## src/rtl/apso_cfg.svh

```systemverilog
`ifndef APSO_CFG_SVH
`define APSO_CFG_SVH

// position word layout
`define APSO_WORD_W          13
`define APSO_COARSE_W        11
`define APSO_FRAME_BITS      4'hd
`define APSO_CNT_W           4

// register byte offsets on the 8-bit address port
`define APSO_ADDR_CTRL       8'h00
`define APSO_ADDR_STATUS     8'h04
`define APSO_ADDR_MASK       8'h08
`define APSO_ADDR_POSITION   8'h0c
`define APSO_ADDR_PINS       8'h10

// control register fields
`define APSO_CTRL_OVERRIDE   0
`define APSO_CTRL_CORRECT    1
`define APSO_CTRL_INVERT     2
`define APSO_CTRL_W          3
`define APSO_CTRL_RESET      3'h0

// status and mask fields
`define APSO_ST_FRAME_DONE   0
`define APSO_ST_LOADED       1
`define APSO_ST_LIGHT_ERR    2
`define APSO_ST_W            3
`define APSO_STATUS_RESET    3'h0
`define APSO_MASK_RESET      3'h0

// positions inside the synchronised pin vector
`define APSO_PIN_COARSE_LO   0
`define APSO_PIN_COARSE_HI   10
`define APSO_PIN_SINE        11
`define APSO_PIN_COSINE      12
`define APSO_PIN_INTERP      13
`define APSO_PIN_CORRECT     14
`define APSO_PIN_INVERT      15
`define APSO_PIN_SEL         16
`define APSO_PIN_SIN         17
`define APSO_PIN_SCLK        18
`define APSO_PIN_LIGHT       19
`define APSO_PIN_W           20
// synchroniser reset value: select, chain input and shift clock at idle high
`define APSO_PIN_RESET       20'h70000

`endif

```

## src/rtl/apso_pkg.sv

```systemverilog
`include "apso_cfg.svh"

package apso_pkg;

	// shift register mode as chosen by the load/shift select pin
	typedef enum logic [0:0]
	{
		APSO_MODE_SHIFT = 1'b0,
		APSO_MODE_LOAD  = 1'b1
	} apso_mode_t;

	// complete state of the block
	typedef struct packed
	{
		logic [`APSO_PIN_W-1:0]   pin_s1;
		logic [`APSO_PIN_W-1:0]   pin_s2;
		logic                     sclk_prev;
		apso_mode_t               mode;
		logic [`APSO_WORD_W-1:0]  shreg;
		logic [`APSO_CNT_W-1:0]   bit_cnt;
		logic [`APSO_CTRL_W-1:0]  ctrl;
		logic [`APSO_ST_W-1:0]    status;
		logic [`APSO_ST_W-1:0]    mask;
		logic [`APSO_WORD_W-1:0]  pos_snap;
		logic                     light_prev;
		logic                     light_error;
		logic [31:0]              rdata;
	} apso_state_t;

endpackage

```

## src/rtl/apso_top.sv

```systemverilog
// Contract
// - the position word leaves the serial output most significant bit first, top coarse bit leading.
// - with direction invert high the most significant bit of the word is inverted; with override set the code uses the ctrl invert bit instead.
// - the code counts up clockwise and down counter-clockwise, both reversed when direction invert is high.
// - the serial input enters the shift register at the far end and moves toward the serial output.
// - load/shift select at 1 means load mode and at 0 means shift mode, chosen by the controller.
// - in load mode the serial output shows the most significant position bit.
// - in shift mode every rising shift clock edge advances the register by one bit.
// - the shift clock may run up to 16 MHz and the controller keeps below that rate.
// - the gray correction input enables correction at 1 and disables it at 0; with override set the code uses the ctrl correct bit instead.
// - correction touches only the upper twelve bits and leaves the interpolated bit alone.
// - correction aligns the coarse switching points to the digitised sine and cosine tracks.
// - sine track forms bit one, the interpolator the lowest bit, merged with eleven coarse bits into 13 bits.
// - the light error output is 1 for a light source fault and 0 otherwise.
//
// Our own choices: strobed register access and the placing of the registers.
`timescale 1ns/10ps
`include "apso_cfg.svh"

module apso_top
	import apso_pkg::*;
(
	input  wire logic                        clock,             // 50 MHz system clock
	input  wire logic                        rst,               // async reset, active high
	input  wire logic [`APSO_COARSE_W-1:0]   coarse_track,      // digitised coarse gray tracks, top is msb
	input  wire logic                        sine_track_bit,    // digitised sine track
	input  wire logic                        cosine_track_bit,  // digitised cosine track
	input  wire logic                        interp_bit,        // interpolated lowest bit
	input  wire logic                        gray_correct_en,   // 1 enables gray correction
	input  wire logic                        direction_invert,  // 1 inverts the msb
	input  wire logic                        load_shift_sel,    // 1 load, 0 shift
	input  wire logic                        serial_in,         // chain or ring input
	input  wire logic                        shift_clk,         // controller shift clock
	input  wire logic                        light_fault,       // light monitor comparator
	input  wire logic [7:0]                  addr,              // register byte address
	input  wire logic [31:0]                 wdata,             // register write data
	input  wire logic                        wr,                // write strobe
	input  wire logic                        rd,                // read strobe
	output logic      [31:0]                 rdata,             // read data, cycle after rd
	output logic                             serial_out,        // shift register output
	output logic                             light_error,       // 1 while light fault seen
	output logic                             irq                // level interrupt
);

	apso_state_t st;
	apso_state_t next_st;

	// every pin crosses two flops before use; the tracks are synced bit by bit,
	// so a word taken right on a track edge may mix old and new bits
	// raw pins gathered for the synchroniser
	logic [`APSO_PIN_W-1:0] pin_raw;

	assign pin_raw = {light_fault, shift_clk, serial_in, load_shift_sel, direction_invert,
		gray_correct_en, interp_bit, cosine_track_bit, sine_track_bit, coarse_track};

	// synchronised views of the pins
	logic [`APSO_COARSE_W-1:0] coarse_s;
	logic                      sine_s;
	logic                      cosine_s;
	logic                      interp_s;
	logic                      correct_pin_s;
	logic                      invert_pin_s;
	logic                      sel_s;
	logic                      sin_s;
	logic                      sclk_s;
	logic                      light_s;

	assign coarse_s      = st.pin_s2[`APSO_PIN_COARSE_HI:`APSO_PIN_COARSE_LO];
	assign sine_s        = st.pin_s2[`APSO_PIN_SINE];
	assign cosine_s      = st.pin_s2[`APSO_PIN_COSINE];
	assign interp_s      = st.pin_s2[`APSO_PIN_INTERP];
	assign correct_pin_s = st.pin_s2[`APSO_PIN_CORRECT];
	assign invert_pin_s  = st.pin_s2[`APSO_PIN_INVERT];
	assign sel_s         = st.pin_s2[`APSO_PIN_SEL];
	assign sin_s         = st.pin_s2[`APSO_PIN_SIN];
	assign sclk_s        = st.pin_s2[`APSO_PIN_SCLK];
	assign light_s       = st.pin_s2[`APSO_PIN_LIGHT];

	// effective settings, software may take them over from the pins
	logic correct_on;
	logic invert_on;

	assign correct_on = st.ctrl[`APSO_CTRL_OVERRIDE] ? st.ctrl[`APSO_CTRL_CORRECT] : correct_pin_s;
	assign invert_on  = st.ctrl[`APSO_CTRL_OVERRIDE] ? st.ctrl[`APSO_CTRL_INVERT] : invert_pin_s;

	// rising edge of the sampled shift clock
	// each half period of the link clock must span more than one system clock,
	// else a rise is lost in the synchroniser; the link therefore runs well below
	// the rate of a register clocked by the pin itself
	logic sclk_rise;

	assign sclk_rise = sclk_s & ~st.sclk_prev;

	// position word assembly
	logic [`APSO_COARSE_W-1:0] coarse_bin;
	logic [`APSO_COARSE_W-1:0] coarse_fix;
	logic                      fine_b0;
	logic [11:0]               bin12;
	logic [11:0]               gray12;
	logic [`APSO_WORD_W-1:0]   pos_word;

	always_comb
	begin
		coarse_bin = '0;
		coarse_fix = '0;
		fine_b0    = 1'b0;
		bin12      = '0;
		gray12     = '0;
		pos_word   = '0;
		// coarse gray to binary, msb first
		coarse_bin[`APSO_COARSE_W-1] = coarse_s[`APSO_COARSE_W-1];
		for (int i = `APSO_COARSE_W-2; i >= 0; i--)
		begin
			coarse_bin[i] = coarse_bin[i+1] ^ coarse_s[i];
		end
		// quadrant low bit from sine and cosine
		fine_b0    = sine_s ^ cosine_s;
		coarse_fix = coarse_bin;
		// align coarse edges
		// cosine equals the coarse binary lsb, a mismatch means the coarse edge is early or late
		// the fine bit tells which half of the coarse step the shaft is in, so an
		// early or late coarse edge is pulled back or pushed forward by one step
		if (correct_on && (coarse_bin[0] != cosine_s))
		begin
			if (fine_b0)
			begin
				coarse_fix = coarse_bin - `APSO_COARSE_W'(1);
			end
			else
			begin
				coarse_fix = coarse_bin + `APSO_COARSE_W'(1);
			end
		end
		if (correct_on)
		begin
			bin12  = {coarse_fix, fine_b0};
			gray12 = bin12 ^ {1'b0, bin12[11:1]};
		end
		else
		begin
			// without correction the gray tracks pass straight through
			// sine track merged
			gray12 = {coarse_s, sine_s};
		end
		pos_word = {gray12, interp_s};
		// flipping only the msb mirrors the code, so the count runs the other way
		// msb inversion
		pos_word[`APSO_WORD_W-1] = pos_word[`APSO_WORD_W-1] ^ invert_on;
	end

	// register map, all fields in the low bits of the 32-bit word
	// ctrl: override, correct and invert, used instead of the pins when override is set
	// status: frame done, position loaded, light error rise; written ones clear
	// mask: same layout as status, gates the interrupt
	// position: word captured as the register leaves load mode
	// pins: synchronised pin vector, for bring-up
	// write decode
	logic wr_ctrl;
	logic wr_status;
	logic wr_mask;

	assign wr_ctrl   = wr && (addr == `APSO_ADDR_CTRL);
	assign wr_status = wr && (addr == `APSO_ADDR_STATUS);
	assign wr_mask   = wr && (addr == `APSO_ADDR_MASK);

	// events seen this cycle
	// one bit per status field, high for a single cycle
	logic [`APSO_ST_W-1:0] ev;
	logic                  enter_shift;

	assign enter_shift = (st.mode == APSO_MODE_LOAD) && !sel_s;

	// next state
	always_comb
	begin
		next_st = st;
		ev      = '0;
		// two-stage pin synchroniser
		// the first flop feeds only the second
		next_st.pin_s1    = pin_raw;
		next_st.pin_s2    = st.pin_s1;
		next_st.sclk_prev = sclk_s;
		next_st.mode = sel_s ? APSO_MODE_LOAD : APSO_MODE_SHIFT;
		unique case (st.mode)
			APSO_MODE_LOAD:
			begin
				// reload every cycle so the word tracks the shaft until shifting starts
				// msb shown in load
				next_st.shreg   = pos_word;
				next_st.bit_cnt = '0;
				// snapshot the word loaded one cycle before the word whose bits go out
				if (enter_shift)
				begin
					next_st.pos_snap           = st.shreg;
					ev[`APSO_ST_LOADED]        = 1'b1;
				end
			end
			APSO_MODE_SHIFT:
			begin
				if (sel_s)
				begin
					next_st.shreg   = pos_word;
					next_st.bit_cnt = '0;
				end
				else if (sclk_rise)
				begin
					// the chained input enters at the far end on each detected rise
					// one bit per edge
					next_st.shreg = {st.shreg[`APSO_WORD_W-2:0], sin_s};
					// the count stops at thirteen, so frame done fires once per frame
					if (st.bit_cnt != `APSO_FRAME_BITS)
					begin
						next_st.bit_cnt = st.bit_cnt + `APSO_CNT_W'(1);
					end
					if (st.bit_cnt == (`APSO_FRAME_BITS - `APSO_CNT_W'(1)))
					begin
						ev[`APSO_ST_FRAME_DONE] = 1'b1;
					end
				end
			end
		endcase
		// the output follows the level, the status keeps only the rising edge
		// light error output
		next_st.light_prev  = light_s;
		next_st.light_error = light_s;
		if (light_s && !st.light_prev)
		begin
			ev[`APSO_ST_LIGHT_ERR] = 1'b1;
		end
		// register writes
		if (wr_ctrl)
		begin
			next_st.ctrl = wdata[`APSO_CTRL_W-1:0];
		end
		if (wr_mask)
		begin
			next_st.mask = wdata[`APSO_ST_W-1:0];
		end
		// sticky status, write one clears, a new event wins
		// a clear and an event in one cycle leave the bit set
		if (wr_status)
		begin
			next_st.status = st.status & ~wdata[`APSO_ST_W-1:0];
		end
		next_st.status = next_st.status | ev;
		// read data for the cycle after the strobe
		// zero in every other cycle, so a stale read never lingers
		next_st.rdata = '0;
		if (rd)
		begin
			unique case (addr)
				`APSO_ADDR_CTRL:     next_st.rdata = {29'h0, st.ctrl};
				`APSO_ADDR_STATUS:   next_st.rdata = {29'h0, st.status};
				`APSO_ADDR_MASK:     next_st.rdata = {29'h0, st.mask};
				`APSO_ADDR_POSITION: next_st.rdata = {19'h0, st.pos_snap};
				`APSO_ADDR_PINS:     next_st.rdata = {12'h0, st.pin_s2};
				default:             next_st.rdata = '0;
			endcase
		end
	end

	// state register
	// reset branch assigns constants only
	always_ff @(posedge clock or posedge rst)
	begin
		if (rst)
		begin
			// pins start at their idle levels, no false edge or mode change after reset
			st.pin_s1      <= `APSO_PIN_RESET;
			st.pin_s2      <= `APSO_PIN_RESET;
			st.sclk_prev   <= 1'b1;
			st.mode        <= APSO_MODE_LOAD;
			st.shreg       <= '0;
			st.bit_cnt     <= '0;
			st.ctrl        <= `APSO_CTRL_RESET;
			st.status      <= `APSO_STATUS_RESET;
			st.mask        <= `APSO_MASK_RESET;
			st.pos_snap    <= '0;
			st.light_prev  <= 1'b0;
			st.light_error <= 1'b0;
			st.rdata       <= '0;
		end
		else
		begin
			st <= next_st;
		end
	end

	// outputs
	// irq stays high until software clears or masks the bit
	// msb first
	assign serial_out  = st.shreg[`APSO_WORD_W-1];
	assign light_error = st.light_error;
	assign rdata       = st.rdata;
	assign irq         = |(st.status & st.mask);

endmodule // apso_top

```

## config.mk

```make
export PLATFORM = sky130hd
export DESIGN_NAME = apso_top
export DESIGN_NICKNAME = d
export VERILOG_FILES = /design/src/rtl/apso_pkg.sv /design/src/rtl/apso_top.sv
export VERILOG_INCLUDE_DIRS = /design/src /design/src/rtl
export SDC_FILE = /design/constraint.sdc
export NUM_CORES = 1
export LEC_CHECK = 0
export ABC_AREA = 0
export BUFFER_PORTS_ARGS = -buffer_cell sky130_fd_sc_hd__buf_2
export CORE_MARGIN = 10
export CORE_UTILIZATION = 55
export CTS_CLUSTER_DIAMETER = 40
export DETAILED_ROUTE_END_ITERATION = 6
export PLACE_DENSITY = 0.8
export SYNTH_ARGS = -nofsm -noshare
export SYNTH_HDL_FRONTEND = slang
export SYNTH_SLANG_ARGS = --single-unit
```

## constraint.sdc

```tcl
create_clock -name clock -period 4.45 [get_ports clock]
set_input_delay 0.89 -clock clock [delete_from_list [all_inputs] [get_ports clock]]
set_output_delay 0.89 -clock clock [all_outputs]
set_load 0.03 [all_outputs]
```

---- Yosys cells after proc, flatten, opt, wreduce, memory -nomap -nowiden ----
Cells that the tools add are included.
word-level totals
  register bits after elaboration ......... 114
  latch bits .............................. 0
  memory bits (writable) .................. 0
  memory bits (read-only) ................. 0
  input bits .............................. 64
  output and inout bits ................... 35
  word-level logic and storage cells ...... 76
  memories kept ........................... 0
operators by class
  add/subtract/negate cells ............... 3
  multipliers ............................. 0
  div/mod/pow operators ................... 0
  magnitude comparators ................... 0
  eq/ne operators ......................... 9
  shift operators ......................... 0
  mux-type cells .......................... 20
  bitwise gates (word level) .............. 20
  reduce and logical (&&, ||, !) cells .... 12
operator list
  cell                                                 count
  one-hot mux 20 bit (5 select lines)                  1
  two-way mux 17 bit                                   2
  one-hot mux 17 bit (2 select lines)                  1
  two-way mux 11 bit                                   2
  two-way mux 20 bit                                   1
  equality test 8 x 4 -> 1 bit, second input constant  2
  two-way mux 12 bit                                   1
  bitwise XOR 1 bit                                    12
  bitwise XOR 12 x 11 -> 12 bit                        1
  adder 11 x 1 -> 11 bit, second input constant        1
  subtractor 11 x 1 -> 11 bit, second input constant   1
  two-way mux 1 bit                                    10
  equality test 8 x 3 -> 1 bit, second input constant  1
  equality test 8 x 5 -> 1 bit, second input constant  1
  zero test 8 bit                                      1
  bitwise AND 3 bit                                    2
  logical AND 1 bit                                    6
  != test 3 bit, second input constant                 2
  adder 4 x 1 -> 4 bit, second input constant          1
  equality test 4 bit, second input constant           1
  two-way mux 4 bit                                    1
  != test 4 bit, second input constant                 1
  AND reduction 2 bit                                  2
  two-way mux 3 bit                                    1
  7 further kinds                                      9

---- Longest topological paths before layout ----
  depth after elaboration ................. 18
  mapped depth ............................ 15

---- Worst setup path before layout ----
Ideal clock, no wire load.
  kind .................................... reg2reg
  start point ............................. reg st (netlist bit coarse_bin[10])
  end point ............................... reg st (netlist bit serial_out)
  setup time .............................. 127 ps
  data arrival time ....................... 3682 ps
  required time ........................... 4323 ps
  slack ................................... 641 ps
  cell stages (with the launch flop) ...... 16
  path buffers ............................ 1
  clock period less this slack ............ 3809 ps
  cell sequence ........................... dfrtp_1 > xor3_2 > xnor3_2 > xnor2_1 > xnor2_1 > ha_1 > buf_4 > nand4_1 > nand2_1 > a41oi_4 > o31ai_4 > o41ai_2 > mux2i_1 > xor2_1 > xnor2_1 > a21oi_1
between the ends
  word-level cells in the longest chain between the ends .. 18
  elaborated cells on any way between the ends .. 21
  those cells by class .................... 2 x add/sub; 1 x eq/ne; 5 x mux; 12 x bitwise; 1 x reduce/logical
RTL lines
  item                                                     line                              RTL
  start: declaration                                       apso_top.sv:45                    apso_state_t st;
  start signal: assignment                                 apso_top.sv:285                   st <= next_st;
  bitwise XOR 1 bit (10 in series)                         apso_top.sv:114                   coarse_bin[i] = coarse_bin[i+1] ^ coarse_s[i];
  adder 11 x 1 -> 11 bit (tied with other cells)           apso_top.sv:131                   coarse_fix = coarse_bin + `APSO_COARSE_W'(1);
  two-way mux 11 bit or logical AND 1 bit (tied branches)  apso_top.sv:125, apso_top.sv:123
  two-way mux 11 bit                                       apso_top.sv:123                   if (correct_on && (coarse_bin[0] != cosine_s))
  bitwise XOR 12 x 11 -> 12 bit                            apso_top.sv:137                   gray12 = bin12 ^ {1'b0, bin12[11:1]};
  two-way mux 12 bit (*)                                   apso_top.sv:134                   if (correct_on)
  bitwise XOR 1 bit (*)                                    apso_top.sv:148                   pos_word[`APSO_WORD_W-1] = pos_word[`APSO_WORD_W-1] ^ invert_on;
  two-way mux 17 bit                                       apso_top.sv:200                   if (sel_s)
  one-hot mux 17 bit (2 select lines) (*)                  apso_top.sv:184                   unique case (st.mode)
Mark *: on every way between the ends. The rest lies on a longest branch, timed or not.
A chain may end at the register's enable or synchronous reset.

---- Final worst setup path ----
Ends and elaborated chain as after synthesis.

==> results.cfg <==
[synth]
ys_ff_latch = 102
synth-async-reset-ratio = 1.00
syn_area_sq_mm = 0.00482
yosysSeqAreaShare = 0.531
yosys_warnings = 0
synth_edf_count = 0
synth_top_area_share = 0.488
avgSynthCellArea_sq_um = 12.2
synth_area_leaders = dfrtp_1 49%, mux2_2 6.5%, buf_4 5.3%
synth_cell_types = 54
yosys.area.top_type = dfrtp_1
syn_inst = 396
ys_top_cells_by_count = 94 x dfrtp_1, 34 x buf_4, 30 x nand2_1, 28 x mux2_2, 18 x xnor2_1
yosysMostFrequentCell = dfrtp_1
synthFlopType = dfrtp_1

[placed_design]
io_buffers = 57
place_congestion = 0.805
hpwl_mm = 6.36

[critical_path]
setup.worst_path.start_class = register
worst_ep_arrival_time_ps = 4310
path_buf_inv = 0
r2r_slack_ps = 370
path_cells = xor3_2 > xnor3_2 > xnor2_1 > xnor2_1 > ha_1 > nand4_1 > nand2_1 > a41oi_4 > o31ai_4 > o41ai_2 > mux2i_1 > xor2_1 > xnor2_1 > a21oi_1
slowest_stage = xor3_2
critPathKind = reg2reg
crit_required_ps = 4680
worstPathMaxFanout = 7
cpPeakStageDelay_ps = 510
crit_path_end_kind = register
crit_top_cell = xnor2_1
cp_top_family = XOR/XNOR gates

[sta]
tightest_slew_ps = 872
tns_ps = 0
max-slew-margin-rel = 0.419
fin_crit_sh = 0.916
fin_skew_ps = 8.47
slew_violations = 0
clock.fmax_mhz = 245
setup_violations = 0
timing_hold_violations_final = 0
grt_setup_unrepaired = false
finalCriticalPeriod_ps = 4080

[power_and_ir_drop]
total_leakage_power_nw = 2.50
powerDensity_mw_per_mm2 = 491
ir_drop_mv = 0.314

[clock_tree]
cts_hold_buf = 0
cts_tree = built
clock_latency_ps = 370
cts_setup_buffers = 0
clkSinkCount = 102
cts.path.max_buffers = 2
post_cts_resize_count = 0
path_clk_slew_ps = 100
cts-buffers-inserted = 9
htree_levels = 3
root_buffer = clkbuf_8

[grt]
grt_pass1_vias = 3018
grt_max_degree = 75
grt_pass1_wl_mm = 14.7
grt_usage = 0.140
overflow = 0
antenna_found_initial = 0

[detailed_routing]
wl_met1_mm = 3.79
drt_wl_total_mm = 8.94
drt_first_pass_iters = 4
drcViolationCount = 0
dr.max_layer_used = met4
ant_nets = 0
met3_wirelength_um = 658
wire_per_inst_um = 16.4
drt-initial-drc-count = 130
met2_length_mm = 4.37
viasPerCell = 5.37
vias = 2931

[hold_path]
holdCritPathClass = reg2reg

[layout]
utilization = 0.603
antennaDiodeCount = 0
fill_cells = 712
drive_above_1_share = 0.288
nNetsFinal = 509
area_growth_pct = 7.91

[die]
initial_core_util = 0.559
die_w_um = 114
dieArea_sq_mm = 0.0129
rows = 34
coreArea_sq_mm = 0.00864
ios = 99
die_h_um = 114

[job]
max_cap_viol_count = 0

[run_status]
status = complete, no violations
state kept, by name (all words and copies together), names as in the netlist:
signal         count
coarse_bin         1
light_s            1
sine_s             1
sin_s              1
coarse_s          10
invert_pin_s       1
next_st           21
correct_pin_s      1
interp_s           1
cosine_s           1
sel_s              1
serial_out         1
st                40
light_error        1
rdata             20
power by group:
| part | internal (mW) | total (mW) | switching (mW) |
|---|---|---|---|
| combinational | 0.375 | 0.813 | 0.438 |
| clock | 0.271 | 0.598 | 0.327 |
| sequential | 1.06 | 1.14 | 0.0841 |
| total | 1.70 | 2.55 | 0.849 |
path summary, 6_finish.rpt:
check,from,to,cells after the start
worst max-delay path,coarse_bin[10]$_DFF_PP0_,serial_out$_DFFE_PP0P_,14
worst min-delay path,next_st[76]$_DFF_PP0_,coarse_s[1]$_DFF_PP0_,0
worst max register to register,coarse_bin[10]$_DFF_PP0_,serial_out$_DFFE_PP0P_,14
worst min register to register,next_st[76]$_DFF_PP0_,coarse_s[1]$_DFF_PP0_,0
max in group asynchronous,rst,next_st[74]$_DFF_PP1_,3
min in group asynchronous,rst,st[43]$_DFFE_PP0P_,2
cells by family after synthesis:
kind of cell	count (synthesis)	synth area share
DFF	102	0.531
and+or+nand+nor	76	0.0760
AOI/OAI and AO/OA	62	0.0921
buffers and inverters	57	0.0744
muxes	45	0.101
xor gates and xnor gates	41	0.0929
adders and majority gates	12	0.0311
other	1	0.000777
per-layer routing:
| layer | global-route usage | vias up |
|---|---|---|
| met3 | 0.0520 | 12 |
| met4 | 0.0465 | 0 |
| met5 | 0 | - |
| met1 | 0.166 | 1447 |
| met2 | 0.229 | 89 |
| li1 | - | 1383 |
metrics by stage:
step	std cells	setup slack [ps]	hold WS [ps]	total power [mW]	instance area, sq um
after detailed placement	530	414	335	1.97	5000
final	546	375	347	2.55	5200
after floorplan	407	641	331	1.82	4860
after global placement	530	455	331	1.93	5000
after CTS	546	369	352	2.57	5200
after global routing	546	84.3	355	2.71	5200
area by class of cell:
class	instances	area (sq um)	area share
flip-flops and latches	102	2560	0.492
multi-input cells	248	1940	0.373
clock buffers	10	128	0.0245
repair buffers	61	315	0.0606
clock inverters	6	77.6	0.0149
inverters	11	43.8	0.00841
well taps	108	135	0.0260
layout by cell type (no fill, tap or decap), types with 9 or more instances in the layout:
cell type	synthesis	routed
buf_2	2	57
clkbuf_8	0	9
mux2i_1	16	16
conb_1	1	12
xor2_1	17	17
nand2_1	30	30
nor2_1	14	14
a21oi_1	15	15
a22o_1	9	9
o21ai_0	15	15
dfrtp_1	94	94
inv_1	11	10
ha_1	12	12
mux2_2	28	28
xnor2_1	18	18
Note: power is estimated with default switching activity, not from simulation.
